===== config.mk =====
export PLATFORM = sky130hd
export DESIGN_NAME = ppr_agree
export DESIGN_NICKNAME = d
export VERILOG_FILES = /design/src/ppr_agree_pkg.sv /design/src/ppr_opt_legalize.sv /design/src/ppr_resp_fit.sv /design/src/ppr_agree.sv
export SDC_FILE = /design/constraint.sdc
export NUM_CORES = 1
export LEC_CHECK = 0
export BUFFER_PORTS_ARGS = -buffer_cell sky130_fd_sc_hd__buf_4
export CORE_ASPECT_RATIO = 0.9
export CORE_MARGIN = 4
export CORE_UTILIZATION = 40
export DETAILED_ROUTE_END_ITERATION = 6
export GPL_TIMING_DRIVEN = 0
export SLEW_MARGIN = 5
export SYNTH_ARGS = -nofsm -noshare
export SYNTH_HDL_FRONTEND = slang
export SYNTH_HIERARCHICAL = 1
export SYNTH_SLANG_ARGS = --single-unit
export TNS_END_PERCENT = 30

===== constraint.sdc =====
create_clock -name ref_clk_i -period 4.6 [get_ports ref_clk_i]
set_clock_uncertainty 0.2 [all_clocks]
set_input_delay 0.23 -clock ref_clk_i [delete_from_list [all_inputs] [get_ports ref_clk_i]]
set_output_delay 0.23 -clock ref_clk_i [all_outputs]
set_load 0.01 [all_outputs]

===== src/ppr_agree_pkg.sv =====
package ppr_agree_pkg;

  // register byte offsets
  localparam logic [7:0] OFF_RX_REQ   = 8'h00;
  localparam logic [7:0] OFF_PARTNER  = 8'h04;
  localparam logic [7:0] OFF_CAP      = 8'h08;
  localparam logic [7:0] OFF_CMD      = 8'h0c;
  localparam logic [7:0] OFF_STATUS   = 8'h10;
  localparam logic [7:0] OFF_RESP     = 8'h14;
  localparam logic [7:0] OFF_TBL_SEL  = 8'h18;
  localparam logic [7:0] OFF_TBL_DATA = 8'h1c;

  // command register bit positions
  localparam int CMD_EVAL       = 0;
  localparam int CMD_COMMIT     = 1;
  localparam int CMD_ABORT      = 2;
  localparam int CMD_INDET      = 3;
  localparam int CMD_CLEAR_ALL  = 4;
  localparam int CMD_PARITY_OK  = 5;
  localparam int CMD_ATN_SEEN   = 6;

  // status register bit positions
  localparam int STS_RESP_VALID = 0;
  localparam int STS_BUS_FREE   = 1;
  localparam int STS_WDTR_REQ   = 2;
  localparam int STS_COMMIT_OK  = 3;
  localparam int STS_ANSWER_PPR = 4;
  localparam int STS_WDTR_EXP   = 8;

  // option field positions inside opts = {qas, dt, iu}
  localparam int OPT_IU  = 0;
  localparam int OPT_DT  = 1;
  localparam int OPT_QAS = 2;

  localparam int N_PARTNERS = 16;
  localparam int ID_W       = 4;
  localparam int N_COMBOS   = 4;

  // legal option combinations, widest first at the top index
  localparam logic [N_COMBOS-1:0][2:0] LEGAL_COMBOS = {3'h7, 3'h3, 3'h2, 3'h0};

  localparam logic [7:0] WIDTH_NARROW   = 8'h00;
  localparam logic [7:0] WIDTH_WIDE     = 8'h01;
  localparam logic [7:0] WDTR_EXP_ASYNC = 8'h00;
  localparam logic [7:0] PERIOD_MIN_LEGAL = 8'h08;
  localparam logic [7:0] OFFSET_ASYNC   = 8'h00;

  // one parallel protocol request payload, also one stored agreement
  typedef struct packed {
    logic [2:0] opts;
    logic [7:0] width;
    logic [7:0] offset;
    logic [7:0] period;
  } ppr_msg_t;

  localparam ppr_msg_t AGREE_DEFAULT = '{opts: 3'h0, width: 8'h00, offset: 8'h00,
                                         period: 8'h00};

  // target receive capability
  typedef struct packed {
    logic [3:0] combo_mask;
    logic       wide_ok;
    logic [7:0] max_offset;
    logic [7:0] min_period;
  } ppr_cap_t;

  localparam ppr_cap_t CAP_RESET = '{combo_mask: 4'hf, wide_ok: 1'b1,
                                     max_offset: 8'h3f, min_period: 8'h0a};

  // agreement as seen by the data-phase engine
  typedef struct packed {
    logic       wide;
    logic [7:0] offset;
    logic [7:0] period;
    logic       iu_en;
    logic       dt_en;
    logic       qas_en;
  } xfer_mode_t;

endpackage


===== src/ppr_opt_legalize.sv =====
`timescale 1ns/1ps
`default_nettype none
module ppr_opt_legalize (
  // requested options and limits
  input  wire logic [2:0] req_opts_i,
  input  wire logic [3:0] combo_mask_i,
  input  wire logic       wide_i,
  // chosen legal options
  output logic      [2:0] opts_o
);
  import ppr_agree_pkg::*;

  // widest legal combo that is a subset of the request and is supported
  always_comb begin
    opts_o = LEGAL_COMBOS[0];
    for (int k = 0; k < N_COMBOS; k++) begin
      if (((LEGAL_COMBOS[k] & req_opts_i) == LEGAL_COMBOS[k]) &&
          (combo_mask_i[k] || (k == 0)) &&
          (wide_i || (LEGAL_COMBOS[k][OPT_DT:OPT_IU] == 2'h0))) begin
        opts_o = LEGAL_COMBOS[k];
      end
    end
  end

endmodule
`default_nettype wire


===== src/ppr_resp_fit.sv =====
`timescale 1ns/1ps
`default_nettype none
module ppr_resp_fit (
  // request and capability
  input  wire ppr_agree_pkg::ppr_msg_t rx_i,
  input  wire ppr_agree_pkg::ppr_cap_t cap_i,
  // fitted limits
  output logic [7:0]                   period_o,
  output logic [7:0]                   offset_o,
  output logic [7:0]                   width_o,
  output logic [2:0]                   req_opts_o
);
  import ppr_agree_pkg::*;

  logic [7:0] floor_period;

  always_comb begin
    floor_period = (cap_i.min_period < PERIOD_MIN_LEGAL) ? PERIOD_MIN_LEGAL : cap_i.min_period;
    // larger period, smaller offset, narrower width only where needed
    period_o = (rx_i.period < floor_period) ? floor_period : rx_i.period;
    offset_o = (rx_i.offset > cap_i.max_offset) ? cap_i.max_offset : rx_i.offset;
    width_o  = ((rx_i.width == WIDTH_WIDE) && cap_i.wide_ok) ? WIDTH_WIDE
                                                              : WIDTH_NARROW;
    // async offer ignores every option except qas
    req_opts_o = (offset_o == OFFSET_ASYNC) ? (rx_i.opts & 3'h4) : rx_i.opts;
  end

endmodule
`default_nettype wire


===== src/ppr_agree.sv =====
`timescale 1ns/1ps
`default_nettype none
module ppr_agree (
  // clock and reset
  input  wire logic                      ref_clk_i,
  input  wire logic                      resetn_i,
  // apb slave
  input  wire logic                      psel_i,
  input  wire logic                      penable_i,
  input  wire logic                      pwrite_i,
  input  wire logic [7:0]                paddr_i,
  input  wire logic [31:0]               pwdata_i,
  output logic      [31:0]               prdata_o,
  output logic                           pready_o,
  output logic                           pslverr_o,
  // data-phase engine side
  input  wire logic [ppr_agree_pkg::ID_W-1:0] cur_partner_i,
  input  wire logic                      data_phase_i,
  output ppr_agree_pkg::xfer_mode_t      xfer_mode_o,
  // sequencer side
  output logic                           bus_free_req_o,
  output logic                           wdtr_req_o
);
  import ppr_agree_pkg::*;

  ppr_msg_t            rx_ff;
  ppr_msg_t            resp_ff;
  ppr_msg_t            nxt_resp;
  ppr_cap_t            cap_ff;
  logic [ID_W-1:0]     neg_id_ff;
  logic [ID_W-1:0]     tbl_sel_ff;
  ppr_msg_t            table_ff [N_PARTNERS];
  logic                resp_valid_ff;
  logic                bus_free_ff;
  logic                wdtr_ff;
  logic                commit_ok_ff;
  logic                bus_free_pulse_ff;
  logic [31:0]         prdata_ff;
  logic                wide_ff;
  logic [7:0]          offset_ff;
  logic [7:0]          period_ff;
  logic [2:0]          opts_ff;

  logic                setup;
  logic                wr;
  logic                mapped;
  logic [31:0]         rd_word;
  logic [7:0]          fit_period;
  logic [7:0]          fit_offset;
  logic [7:0]          fit_width;
  logic [2:0]          fit_req_opts;
  logic [2:0]          fit_opts;
  logic                cmd_wr;
  logic                do_eval;
  logic                do_commit;
  logic                commit_good;
  logic                do_fallback;
  logic                do_indet;
  logic                do_clear_all;
  logic                iu_changed;
  logic                sts_wr;
  ppr_msg_t            cur_entry;

  // apb decode, zero wait states
  assign setup    = psel_i & ~penable_i;
  assign wr       = psel_i & penable_i & pwrite_i;
  assign pready_o = 1'b1;
  assign prdata_o = prdata_ff;

  always_comb begin
    mapped = 1'b1;
    case (paddr_i)
      OFF_RX_REQ, OFF_PARTNER, OFF_CAP, OFF_CMD,
      OFF_STATUS, OFF_RESP, OFF_TBL_SEL, OFF_TBL_DATA: mapped = 1'b1;
      default: mapped = 1'b0;
    endcase
  end

  assign pslverr_o = psel_i & penable_i & ~mapped;

  // response fitting and option legalisation
  ppr_resp_fit u_fit (
    .rx_i       (rx_ff),
    .cap_i      (cap_ff),
    .period_o   (fit_period),
    .offset_o   (fit_offset),
    .width_o    (fit_width),
    .req_opts_o (fit_req_opts)
  );

  ppr_opt_legalize u_legal (
    .req_opts_i   (fit_req_opts),
    .combo_mask_i (cap_ff.combo_mask),
    .wide_i       (fit_width == WIDTH_WIDE),
    .opts_o       (fit_opts)
  );

  always_comb begin
    nxt_resp.period = fit_period;
    nxt_resp.offset = fit_offset;
    nxt_resp.width  = fit_width;
    nxt_resp.opts   = fit_opts;
  end

  // command decode, clear-all wins over every other command
  assign cmd_wr       = wr & (paddr_i == OFF_CMD);
  assign do_clear_all = cmd_wr & pwdata_i[CMD_CLEAR_ALL];
  assign do_indet     = cmd_wr & pwdata_i[CMD_INDET] & ~do_clear_all;
  assign do_commit    = cmd_wr & pwdata_i[CMD_COMMIT] & resp_valid_ff & ~do_clear_all &
                        ~do_indet & ~pwdata_i[CMD_ABORT];
  assign commit_good  = do_commit & pwdata_i[CMD_PARITY_OK] & ~pwdata_i[CMD_ATN_SEEN];
  assign do_fallback  = (cmd_wr & pwdata_i[CMD_ABORT] & ~do_clear_all & ~do_indet) |
                        (do_commit & ~commit_good);
  assign do_eval      = cmd_wr & pwdata_i[CMD_EVAL] & ~do_clear_all & ~do_indet &
                        ~pwdata_i[CMD_ABORT] & ~pwdata_i[CMD_COMMIT];
  assign iu_changed   = table_ff[neg_id_ff].opts[OPT_IU] != resp_ff.opts[OPT_IU];
  assign sts_wr       = wr & (paddr_i == OFF_STATUS);

  // software-written registers
  always_ff @(posedge ref_clk_i or negedge resetn_i) begin
    if (!resetn_i) begin
      rx_ff      <= AGREE_DEFAULT;
      neg_id_ff  <= '0;
      cap_ff     <= CAP_RESET;
      tbl_sel_ff <= '0;
    end else if (wr) begin
      case (paddr_i)
        OFF_RX_REQ:  rx_ff      <= pwdata_i[$bits(ppr_msg_t)-1:0];
        OFF_PARTNER: neg_id_ff  <= pwdata_i[ID_W-1:0];
        OFF_CAP:     cap_ff     <= pwdata_i[$bits(ppr_cap_t)-1:0];
        OFF_TBL_SEL: tbl_sel_ff <= pwdata_i[ID_W-1:0];
        default: begin
        end
      endcase
    end
  end

  // response built on evaluate, always a ppr answer
  always_ff @(posedge ref_clk_i or negedge resetn_i) begin
    if (!resetn_i) begin
      resp_ff       <= AGREE_DEFAULT;
      resp_valid_ff <= 1'b0;
    end else if (do_eval) begin
      resp_ff       <= nxt_resp;
      resp_valid_ff <= 1'b1;
    end else if (do_commit | do_fallback | do_indet | do_clear_all) begin
      resp_valid_ff <= 1'b0;
    end
  end

  // agreement table, one entry per partner id
  for (genvar g = 0; g < N_PARTNERS; g++) begin : g_entry
    logic hit;
    assign hit = (neg_id_ff == ID_W'(g));
    always_ff @(posedge ref_clk_i or negedge resetn_i) begin
      if (!resetn_i) begin
        table_ff[g] <= AGREE_DEFAULT;
      end else if (do_clear_all) begin
        table_ff[g] <= AGREE_DEFAULT;
      end else if (hit & (do_indet | do_fallback)) begin
        table_ff[g] <= AGREE_DEFAULT;
      end else if (hit & commit_good) begin
        table_ff[g] <= resp_ff;
      end
    end
  end

  // bus free request on iu change, one-cycle pulse plus sticky status
  always_ff @(posedge ref_clk_i or negedge resetn_i) begin
    if (!resetn_i) begin
      bus_free_pulse_ff <= 1'b0;
    end else begin
      bus_free_pulse_ff <= commit_good & iu_changed;
    end
  end

  always_ff @(posedge ref_clk_i or negedge resetn_i) begin
    if (!resetn_i) begin
      bus_free_ff <= 1'b0;
    end else if (commit_good & iu_changed) begin
      bus_free_ff <= 1'b1;
    end else if (sts_wr & pwdata_i[STS_BUS_FREE]) begin
      bus_free_ff <= 1'b0;
    end
  end

  // narrow async request after an indeterminate agreement
  always_ff @(posedge ref_clk_i or negedge resetn_i) begin
    if (!resetn_i) begin
      wdtr_ff <= 1'b0;
    end else if (do_indet) begin
      wdtr_ff <= 1'b1;
    end else if (sts_wr & pwdata_i[STS_WDTR_REQ]) begin
      wdtr_ff <= 1'b0;
    end
  end

  always_ff @(posedge ref_clk_i or negedge resetn_i) begin
    if (!resetn_i) begin
      commit_ok_ff <= 1'b0;
    end else if (do_commit) begin
      commit_ok_ff <= commit_good;
    end else if (do_fallback | do_indet | do_clear_all) begin
      commit_ok_ff <= 1'b0;
    end
  end

  assign bus_free_req_o = bus_free_pulse_ff;
  assign wdtr_req_o     = wdtr_ff;

  // read mux, sampled in the setup cycle
  always_comb begin
    rd_word = 32'h0000_0000;
    case (paddr_i)
      OFF_RX_REQ:   rd_word[$bits(ppr_msg_t)-1:0] = rx_ff;
      OFF_PARTNER:  rd_word[ID_W-1:0] = neg_id_ff;
      OFF_CAP:      rd_word[$bits(ppr_cap_t)-1:0] = cap_ff;
      OFF_STATUS: begin
        rd_word[STS_RESP_VALID] = resp_valid_ff;
        rd_word[STS_BUS_FREE]   = bus_free_ff;
        rd_word[STS_WDTR_REQ]   = wdtr_ff;
        rd_word[STS_COMMIT_OK]  = commit_ok_ff;
        rd_word[STS_ANSWER_PPR] = 1'b1;
        rd_word[STS_WDTR_EXP +: 8] = WDTR_EXP_ASYNC;
      end
      OFF_RESP:     rd_word[$bits(ppr_msg_t)-1:0] = resp_ff;
      OFF_TBL_SEL:  rd_word[ID_W-1:0] = tbl_sel_ff;
      OFF_TBL_DATA: rd_word[$bits(ppr_msg_t)-1:0] = table_ff[tbl_sel_ff];
      default:      rd_word = 32'h0000_0000;
    endcase
  end

  always_ff @(posedge ref_clk_i or negedge resetn_i) begin
    if (!resetn_i) begin
      prdata_ff <= 32'h0000_0000;
    end else if (setup & ~pwrite_i) begin
      prdata_ff <= rd_word;
    end
  end

  // agreement presented to the data engine for the active partner
  assign cur_entry = table_ff[cur_partner_i];

  // non-data phases run narrow and async
  always_ff @(posedge ref_clk_i or negedge resetn_i) begin
    if (!resetn_i) begin
      wide_ff   <= 1'b0;
      offset_ff <= OFFSET_ASYNC;
    end else begin
      wide_ff   <= data_phase_i & (cur_entry.width == WIDTH_WIDE);
      offset_ff <= data_phase_i ? cur_entry.offset : OFFSET_ASYNC;
    end
  end

  // period limit follows the entry in every phase
  always_ff @(posedge ref_clk_i or negedge resetn_i) begin
    if (!resetn_i) begin
      period_ff <= AGREE_DEFAULT.period;
    end else begin
      period_ff <= cur_entry.period;
    end
  end

  // options of the entry, always a legal combination
  always_ff @(posedge ref_clk_i or negedge resetn_i) begin
    if (!resetn_i) begin
      opts_ff <= AGREE_DEFAULT.opts;
    end else begin
      opts_ff <= cur_entry.opts;
    end
  end

  assign xfer_mode_o = '{wide: wide_ff, offset: offset_ff, period: period_ff,
                         iu_en: opts_ff[OPT_IU], dt_en: opts_ff[OPT_DT],
                         qas_en: opts_ff[OPT_QAS]};

endmodule
`default_nettype wire


# Yosys cells after proc, flatten, opt, wreduce, memory -nomap -nowiden

Memories as Yosys holds them, arrays and structs flattened.
Cells that the tools add are included.

Bits in registers: 567
Bits in read-only memories: 32
Output and inout bits: 56
Memories kept: 1

Memory list:

| memory           | words | bits a word | read ports | clocked after memory_dff | write ports | line            | text |
|---|---|---|---|---|---|---|---|
| (name not given) | 32    | 1           | 1          | 0                        | 0           | ppr_agree.sv:72 | `case (paddr_i)` |

$lt $le $gt $ge: 6
Eq/ne operators: 28
Muxes and demuxes: 81
Bitwise logic cells: 80
Reduce and logical (&&, ||, !) cells: 35

Operators with widths:

| operator                                                  | number |
|---|---|
| 2-to-1 mux 27 bit                                         | 52 |
| binary-select mux 27 bit (select 4 bit)                   | 3 |
| AND 1 bit                                                 | 62 |
| 2-to-1 mux 25 bit                                         | 2 |
| nonzero test 3 bit                                        | 16 |
| == test 4 bit (second input constant)                     | 8 |
| == test 8 x 5 -> 1 bit (second input constant)            | 4 |
| 2-to-1 mux 8 bit                                          | 4 |
| case mux 8 bit (4 select lines)                           | 1 |
| case mux 4 bit (7 select lines)                           | 1 |
| == test 8 x 1 -> 1 bit (second input constant)            | 3 |
| case mux 5 bit (4 select lines)                           | 1 |
| case mux 6 bit (3 select lines)                           | 1 |
| == test 4 x 3 -> 1 bit (second input constant)            | 4 |
| == test 8 x 4 -> 1 bit (second input constant)            | 2 |
| logical NOT 8 bit                                         | 2 |
| greater-or-equal comparator 5 bit (second input constant) | 3 |
| NOT 4 -> 5 bit                                            | 3 |
| case mux 3 bit (4 select lines)                           | 1 |
| 2-to-1 mux 1 bit                                          | 10 |
| NOT 1 bit                                                 | 9 |
| == test 4 x 2 -> 1 bit (second input constant)            | 2 |
| == test 8 x 3 -> 1 bit (second input constant)            | 1 |
| greater-than comparator 8 bit                             | 1 |
| 15 further kinds                                          | 34 |

# Longest topological paths before layout

Gate-level depths: netlist of the first run.

Word-level depth: 19
Depth in mapped cells: 11
Mapped depth without buffers: 10

# Cells and area by module

Netlist of the first run, hierarchy kept.

Modules (own cells, without submodules):

| module           | instances | cells an instance | area each (um^2) | seq. area each (um^2) |
|---|---|---|---|---|
| ppr_agree        | 1         | 2324              | 30178.9          | 14204.9 |
| ppr_resp_fit     | 1         | 108               | 785.8            | 0.0 |
| ppr_opt_legalize | 1         | 7                 | 36.3             | 0.0 |

# Worst setup path before layout of the first run

No wires, ideal clock.

Path type: reg-to-reg
Start: reg cap_ff[7] (netlist bit)
End: reg resp_ff[4] (netlist bit)
Library setup time: 128 ps
Arrival time: 2941 ps
Data required time: 4272 ps
Setup slack: 1332 ps
Stages on the path, launching flop included: 11
Buffers on the path: 0
Cells stage by stage: dfrtp_1 > or4_1 > nor2_1 > nor2_1 > ha_1 > a2111oi_0 > o211ai_1 > nor3b_4 > nor2_4 > mux2_4 > mux2_1

Cells in the longest elaborated chain, start to end: 4

RTL lines:

| item                        | line               | text |
|---|---|---|
| start, declared             | ppr_agree.sv:29    | `ppr_cap_t cap_ff;` |
| start signal, assigned      | ppr_agree.sv:130   | `OFF_CAP: cap_ff <= pwdata_i[$bits(ppr_cap_t)-1:0];` |
| < comparator 8 x 4 -> 1 bit | ppr_resp_fit.sv:18 | `floor_period = (cap_i.min_period < PERIOD_MIN_LEGAL) ? PERIOD_MIN_LEGAL : cap_i.min_period;` |
| 2-to-1 mux 8 bit *          | ppr_resp_fit.sv:18 |  |
| < comparator 8 bit          | ppr_resp_fit.sv:20 | `period_o = (rx_i.period < floor_period) ? floor_period : rx_i.period;` |
| 2-to-1 mux 8 bit *          | ppr_resp_fit.sv:20 |  |
| net fit_period[4]           | ppr_agree.sv:48    | `logic [7:0] fit_period;` |
| end signal, assigned        | ppr_agree.sv:144   | `resp_ff <= nxt_resp;` |
| end, declared               | ppr_agree.sv:27    | `ppr_msg_t resp_ff;` |

The timed path passes the listed nets; every way through them passes the cells marked *.
A chain may end at the register's enable or synchronous reset.

# Worst setup path after layout of the first run

Start: reg tbl_sel_ff[1]
End: reg prdata_ff[2] (netlist: prdata_o[2])

Cells in the longest elaborated chain, start to end: 5

RTL lines:

| item                                                 | line             | text |
|---|---|---|
| start, declared                                      | ppr_agree.sv:31  | `logic [ID_W-1:0] tbl_sel_ff;` |
| start signal, assigned                               | ppr_agree.sv:131 | `OFF_TBL_SEL: tbl_sel_ff <= pwdata_i[ID_W-1:0];` |
| NOT 4 -> 5 bit (implied by the code)                 | ppr_agree.sv:228 | `OFF_TBL_DATA: rd_word[$bits(ppr_msg_t)-1:0] = table_ff[tbl_sel_ff];` |
| binary-select mux 27 bit (select 4 bit)              | ppr_agree.sv:228 |  |
| 2-to-1 mux 27 bit (implied by the code) (2 in a row) | ppr_agree.sv:228 |  |
| case mux 4 bit (7 select lines)                      | ppr_agree.sv:214 | `case (paddr_i)` |
| end signal, assigned                                 | ppr_agree.sv:237 | `prdata_ff <= rd_word;` |
| end, declared                                        | ppr_agree.sv:38  | `logic [31:0] prdata_ff;` |

No other way between the ends. The select of a mux whose other input is x is not followed.

==> reports/summary.txt, run 1 <==
Register Area: 14200 um^2
worst path cell trace: clkbuf_1, clkbuf_1, mux4_2, mux2i_1, nand2_1, o211ai_1, a31oi_1, dlygate4sd3_1
area growth from synthesis to layout: 15.97%
dpl hpwl: 78220 um
fin crit period: 4024 ps
max frequency: 248.5 MHz
core box area: 76510 um^2
critical path depth: 8
largest cells by area after synthesis: dfrtp_1, mux4_2, mux2i_1
switch share: 23.26%
clock latency on the worst-skew pair: 610 ps
slew margin rel.: 13.00%
Worst path most repeated cell: clkbuf_1
CTS tree: yes
# rows: 96
Finished Cell Area: 35950 um^2
Residual DRC: 0
total grt overflow: 0
layout cells sized above 1: 25.60%
DR vias/cell: 5.971
Startpoint Class: flip-flop
Mapped Avg Cell Area: 12.71 um^2
fin crit share: 87.48%
TritonCTS Buffers: 67
Layout fillers: 6808
run status: finished, final reports clean
synthesized area: 31000 um^2
EDFF count, synth: 0
die area: 82030 um^2
clock-pin slew on the worst setup and hold paths: 60 ps
crit path DAT: 4300 ps
Post-synth top cells: dfrtp_1, nor2_1, mux2i_1
Max rail drop VDD: 0.0002361 V
final hold viol count: 0
Net Sw Power: 2.654 mW
CP bufs+invs: 3
WS Path Type: flip-flop to flip-flop
clock share of power: 50.3%
DR iter-0 viols: 2359
CTS max path bufs: 3
die height: 272.1 um
# clock sinks: 567
Reg power frac: 44.4%
PnR worst setup slack: 576.1 ps
DR vias: 22308
endpoints failing setup: 0
worst-margin pin slew: 1305 ps
largest net degree at the start of global routing: 111
PortBufs: 90
CP max FO: 10
Power Density: 317.3 nW/um^2
count of cell types in the netlist: 74
DR WL/cell: 28.18 um
synth warn: 6
most common flop cell mapped by yosys: dfrtp_1
area of the multi-input gates: 15190 um^2
max-slew violation count: 0
Hold Path Class: primary input to async pin
initial antenna violation count: 4
Yosys top cell by area: dfrtp_1
total wire length: 105300 um
slowest CP cell: clkbuf_1
R2R depth: 8
GR Util All Layers: 25.75%
proportion of synthesized chip area in sequential cells: 45.82%
Post-Place Setup Slack: 969.9 ps
Lkg Pwr: 19.26 nW
number of top-level pins: 106
1st-pass router iterations: 6
antenna cells: 0
CTS H-tree lvls: 3
vias in the first global route: 22966
Gates resized, CTS repair: 0
cell with the most instances after synthesis: dfrtp_1
RSZ-0062 raised after global routing: no
Die W: 301.5 um
Max-Cap Viols: 0
internal power: 8.755 mW
family with the most delay on the worst path: buffers and inverters
Critical Path Max Stage Delay: 890 ps
post-place instance area: 33150 um^2
register bit count reported by yosys: 567
first-pass GRT wire length: 156500 um
TNS Setup: 0 ps
Gate power share: 5.3%
kind of end point of the critical path: flip-flop
RePlAce Congestion: 0.9484
async set-reset flop share out of synthesis: 100.0%
Initial Util: 40.52%
Root Driver: clkbuf_16
post-synth top area share: 44.72%
Syn Inst Count: 2439
final net count: 2719
Final ANT Viol Nets: 0
Critical Path RT: 4870 ps
-- power groups by stage --
stage / Combinational, mW / Sequential, mW / Clock, mW
6_report: 0.600 / 5.07 / 5.74
4_1_cts: 0.605 / 5.07 / 5.81
3_5_place_dp: 0.577 / 5.16 / 0
3_3_place_gp: 0.551 / 5.16 / 0
2_1_floorplan: 0.240 / 5.16 / 0
5_1_grt: 0.649 / 5.07 / 6.03
-- sequential cells by signal, indices dropped and copies added (netlist names) --
| register | count |
|---|---|
| table_ff | 432 |
| prdata_o | 27 |
| resp_ff | 27 |
| rx_ff | 27 |
| cap_ff | 21 |
| offset_ff | 8 |
| period_ff | 8 |
| neg_id_ff | 4 |
| tbl_sel_ff | 4 |
| opts_ff | 3 |
| bus_free_ff | 1 |
| bus_free_req_o | 1 |
| commit_ok_ff | 1 |
| resp_valid_ff | 1 |
| wdtr_req_o | 1 |
| wide_ff | 1 |
-- repair_timing --
item	4_1_cts	5_1_grt
setup buffers	0	0
hold buffers	41	0
hold endpoints to repair	265	0
-- path summary, 6_finish.rpt --
check                                           from                        end  slack [ps]
max                        tbl_sel_ff[1]$_DFFE_PN0P_    prdata_o[2]$_DFFE_PN0P_         580
min                                         resetn_i   prdata_o[10]$_DFFE_PN0P_          40
min reg2reg                  bus_free_ff$_DFFE_PN0P_    bus_free_ff$_DFFE_PN0P_         310
max in group asynchronous                   resetn_i  table_ff[241]$_DFFE_PN0P_        2680
max reg2reg                tbl_sel_ff[1]$_DFFE_PN0P_    prdata_o[2]$_DFFE_PN0P_         580
min in group ref_clk_i                     penable_i    prdata_o[1]$_DFFE_PN0P_          40
-- per-layer routing --
metal  vias up  part of all wire [%]  GRT usage [%]  wire length, um
met3       190                   9.4          6.440             9877
met1     11743                    42          36.33            44710
li1       9311                     -              -                -
met4         4                   2.8          7.493             2932
met5         -                 0.022              0               23
met2      1060                    45          39.61            47720
-- logic make-up after synthesis --
logic type	count (synthesis)	share of synthesized area (%)
muxes	762	34.38
and+or+nand+nor	663	9.747
DFF	567	45.82
buffers and inverters	261	5.295
AOI/OAI and AO/OA	167	4.084
adders and majority gates	15	0.6054
other	3	0.03632
xor gates and xnor gates	1	0.02826
-- area by class of cell --
cell class                 instances  area share, %
tap                             1029          3.581
sequential                       567          39.51
buffer                           241          4.368
inverter                          20         0.2088
multi-input combinational       1621          42.26
clock inverter                    24         0.9536
timing repair buffer             136          3.425
clock buffer                      98          5.694
-- per-stage QoR --
step | hold WS, ps | instances | utilization [%] | total power [mW]
2_1_floorplan | -265.6 | 2449 | - | 5.398
3_3_place_gp | 268.6 | 3568 | 43.13 | 5.710
3_5_place_dp | 76.24 | 3573 | 43.32 | 5.735
4_1_cts | 14.11 | 3736 | 46.98 | 11.49
5_1_grt | 103.6 | 3736 | 46.99 | 11.74
6_report | 36.21 | 3736 | 46.99 | 11.41
-- cell usage in the layout (no fill, tap or decap), types with 15 or more instances in the layout --
cell and count:
buf_4 135, buf_6 18, a22oi_1 19, mux2i_1 442
o21ai_4 16, a31oi_1 19, mux2_2 63, clkbuf_8 19
o21ai_0 27, dlygate4sd3_1 41, nor2_1 474, clkbuf_16 70
nand2_1 59, a21oi_1 35, nand4_1 19, mux2_1 20
clkbuf_1 118, inv_1 20, mux4_2 232, buf_2 41
buf_12 18, dfrtp_1 554, ha_1 15
Power figures use the tool's default switching activity.
==> run 2, diff against run 1 <==
--- a/config.mk
+++ b/config.mk
@@ -5,12 +5,14 @@
 export SDC_FILE = /design/constraint.sdc
 export NUM_CORES = 1
 export LEC_CHECK = 0
+export ABC_CLOCK_PERIOD_IN_PS = 4600
 export BUFFER_PORTS_ARGS = -buffer_cell sky130_fd_sc_hd__buf_4
 export CORE_ASPECT_RATIO = 0.9
 export CORE_MARGIN = 4
 export CORE_UTILIZATION = 40
 export DETAILED_ROUTE_END_ITERATION = 6
 export GPL_TIMING_DRIVEN = 0
+export HOLD_SLACK_MARGIN = 0.06
 export SLEW_MARGIN = 5
 export SYNTH_ARGS = -nofsm -noshare
 export SYNTH_HDL_FRONTEND = slang
==> run 2 against run 1 <==
  * Worst hold slack improved by 30 ps
  * Count of clock-buffer cells in the layout is the same
  * Wire length is 0.17% higher
  * Combinational power is 0.8% higher
  * Final cell count is 0.13% higher
  * Clock power about the same
  * Setup slack improved by 18 ps
  * Sequential share of layout area is 0.066 points lower
  * Non-clock buffer count rose by 4
  * Critical endpoint unchanged
  * The run now ends with DRC left
  * First-iteration DRC count increased by 3.9%
==> reports/summary.txt, run 2 (synthesis gave the netlist of run 1 again) <==
run status: finished, violations left
violated checks: DRC
GR Util All Layers: 25.79%
TritonCTS Buffers: 67
final net count: 2723
DR WL/cell: 28.19 um
Max-Cap Viols: 0
DR iter-0 viols: 2452
max reg flops: 432
dpl cells: 3573
# clock sinks: 567
1st-pass router iterations: 7
final hold viol count: 0
Gate power share: 5.3%
CTS H-tree lvls: 3
Net Sw Power: 2.658 mW
Lkg Pwr: 19.29 nW
number of top-level pins: 106
RePlAce Congestion: 0.9484
Die W: 301.5 um
clock latency on the worst-skew pair: 610 ps
max frequency: 249.6 MHz
WS Path Type: flip-flop to flip-flop
clock-pin slew on the worst setup and hold paths: 60 ps
Startpoint Class: flip-flop
most common cell after layout, fill and taps aside: dfrtp_1
PnR worst setup slack: 593.9 ps
Critical Path RT: 4870 ps
# rows: 96
commonest non-fill, non-tap cells in the layout: dfrtp_1, nor2_1, mux2i_1
kind of end point of the critical path: flip-flop
Non-Filler Instances: 3741
Root Driver: clkbuf_16
Reg power frac: 44.4%
die height: 272.1 um
TNS Setup: 0 ps
switch share: 23.29%
Post-CTS Setup Repair Bufs: 0
Residual DRC: 2
vias in the first global route: 23057
layout cells sized above 1: 25.60%
core box area: 76510 um^2
final hold slack: 65.94 ps
total grt overflow: 0
area growth from synthesis to layout: 16.16%
CP max FO: 10
worst-margin pin slew: 1298 ps
Worst Hold Depth: 5
die area: 82030 um^2
Core Util, Final: 47.06%
R2R depth: 8
PortBufs: 90
endpoints failing setup: 0
max-slew violation count: 0
initial antenna violation count: 4
Initial Util: 40.52%
largest net degree at the start of global routing: 111
crit path DAT: 4280 ps
RSZ-0062 raised after global routing: no
Max rail drop VDD: 0.0002360 V
overall power: 11.42 mW
DR vias/cell: 5.983
Finished Cell Area: 36010 um^2
CTS max path bufs: 3
Final ANT Viol Nets: 0
CTS tree: yes
fin crit share: 87.09%
dpl hpwl: 78220 um
Gates resized, CTS repair: 0
Post-Place Setup Slack: 969.9 ps
Power Density: 317.0 nW/um^2
fin crit period: 4006 ps
slew margin rel.: 13.48%
post-place instance area: 33150 um^2
DR vias: 22382
Top reg by flops: table_ff
total wire length: 105400 um
first-pass GRT wire length: 156800 um
clock share of power: 50.3%
Hold Path Class: primary input to flip-flop
internal power: 8.758 mW
==> run 2: routing by layer <==
layer / wire [um] / track usage [%] / share of wire [%]
met2: 47620 / 39.52 / 45
met3: 10660 / 6.703 / 10
met5: 23 / 0 / 0.022
met4: 3233 / 7.806 / 3.1
met1: 43910 / 36.23 / 42
==> run 2: final cells by class <==
cell class	count	area [um^2]
inverter	20	75.07
clock buffer	98	2047
timing repair buffer	140	1289
antenna	1	2.502
fill	6801	40500
clock inverter	24	342.8
multi-input combinational	1621	15190
buffer	241	1570
tap	1029	1287
sequential	567	14200
==> run 2: repair_timing <==
| item | 4_1_cts | 5_1_grt |
|---|---|---|
| hold buffers | 45 | 0 |
| setup endpoints to repair | 0 | 0 |
| endpoints found under the hold margin | 485 | 0 |
==> run 2: final timing paths <==
kind                                                 from                        end  slack (ps)
worst max register to register  tbl_sel_ff[1]$_DFFE_PN0P_    prdata_o[2]$_DFFE_PN0P_         590
max in group asynchronous                        resetn_i  table_ff[295]$_DFFE_PN0P_        2550
worst max-delay path            tbl_sel_ff[1]$_DFFE_PN0P_    prdata_o[2]$_DFFE_PN0P_         590
worst min-delay path                           paddr_i[7]    prdata_o[7]$_DFFE_PN0P_          70
min in group asynchronous                        resetn_i     cap_ff[10]$_DFFE_PN1P_         590
worst min register to register    bus_free_ff$_DFFE_PN0P_    bus_free_ff$_DFFE_PN0P_         320
==> run 2: critical path, cell delays in order, from the launching register on <==
cell and delay, ps:
dfrtp_1 390, clkbuf_1 640, clkbuf_1 870, mux4_2 490, mux2i_1 300, nand2_1 90
o211ai_1 200, a31oi_1 130, dlygate4sd3_1 570
==> run 2: power by group through the flow <==
| stage | sequential, mW | clock [mW] | combinational [mW] |
|---|---|---|---|
| 3_5_place_dp | 5.16 | 0 | 0.577 |
| 2_1_floorplan | 5.16 | 0 | 0.240 |
| 6_report | 5.07 | 5.74 | 0.605 |
| 4_1_cts | 5.07 | 5.81 | 0.610 |
| 5_1_grt | 5.07 | 6.03 | 0.654 |
| 3_3_place_gp | 5.16 | 0 | 0.551 |
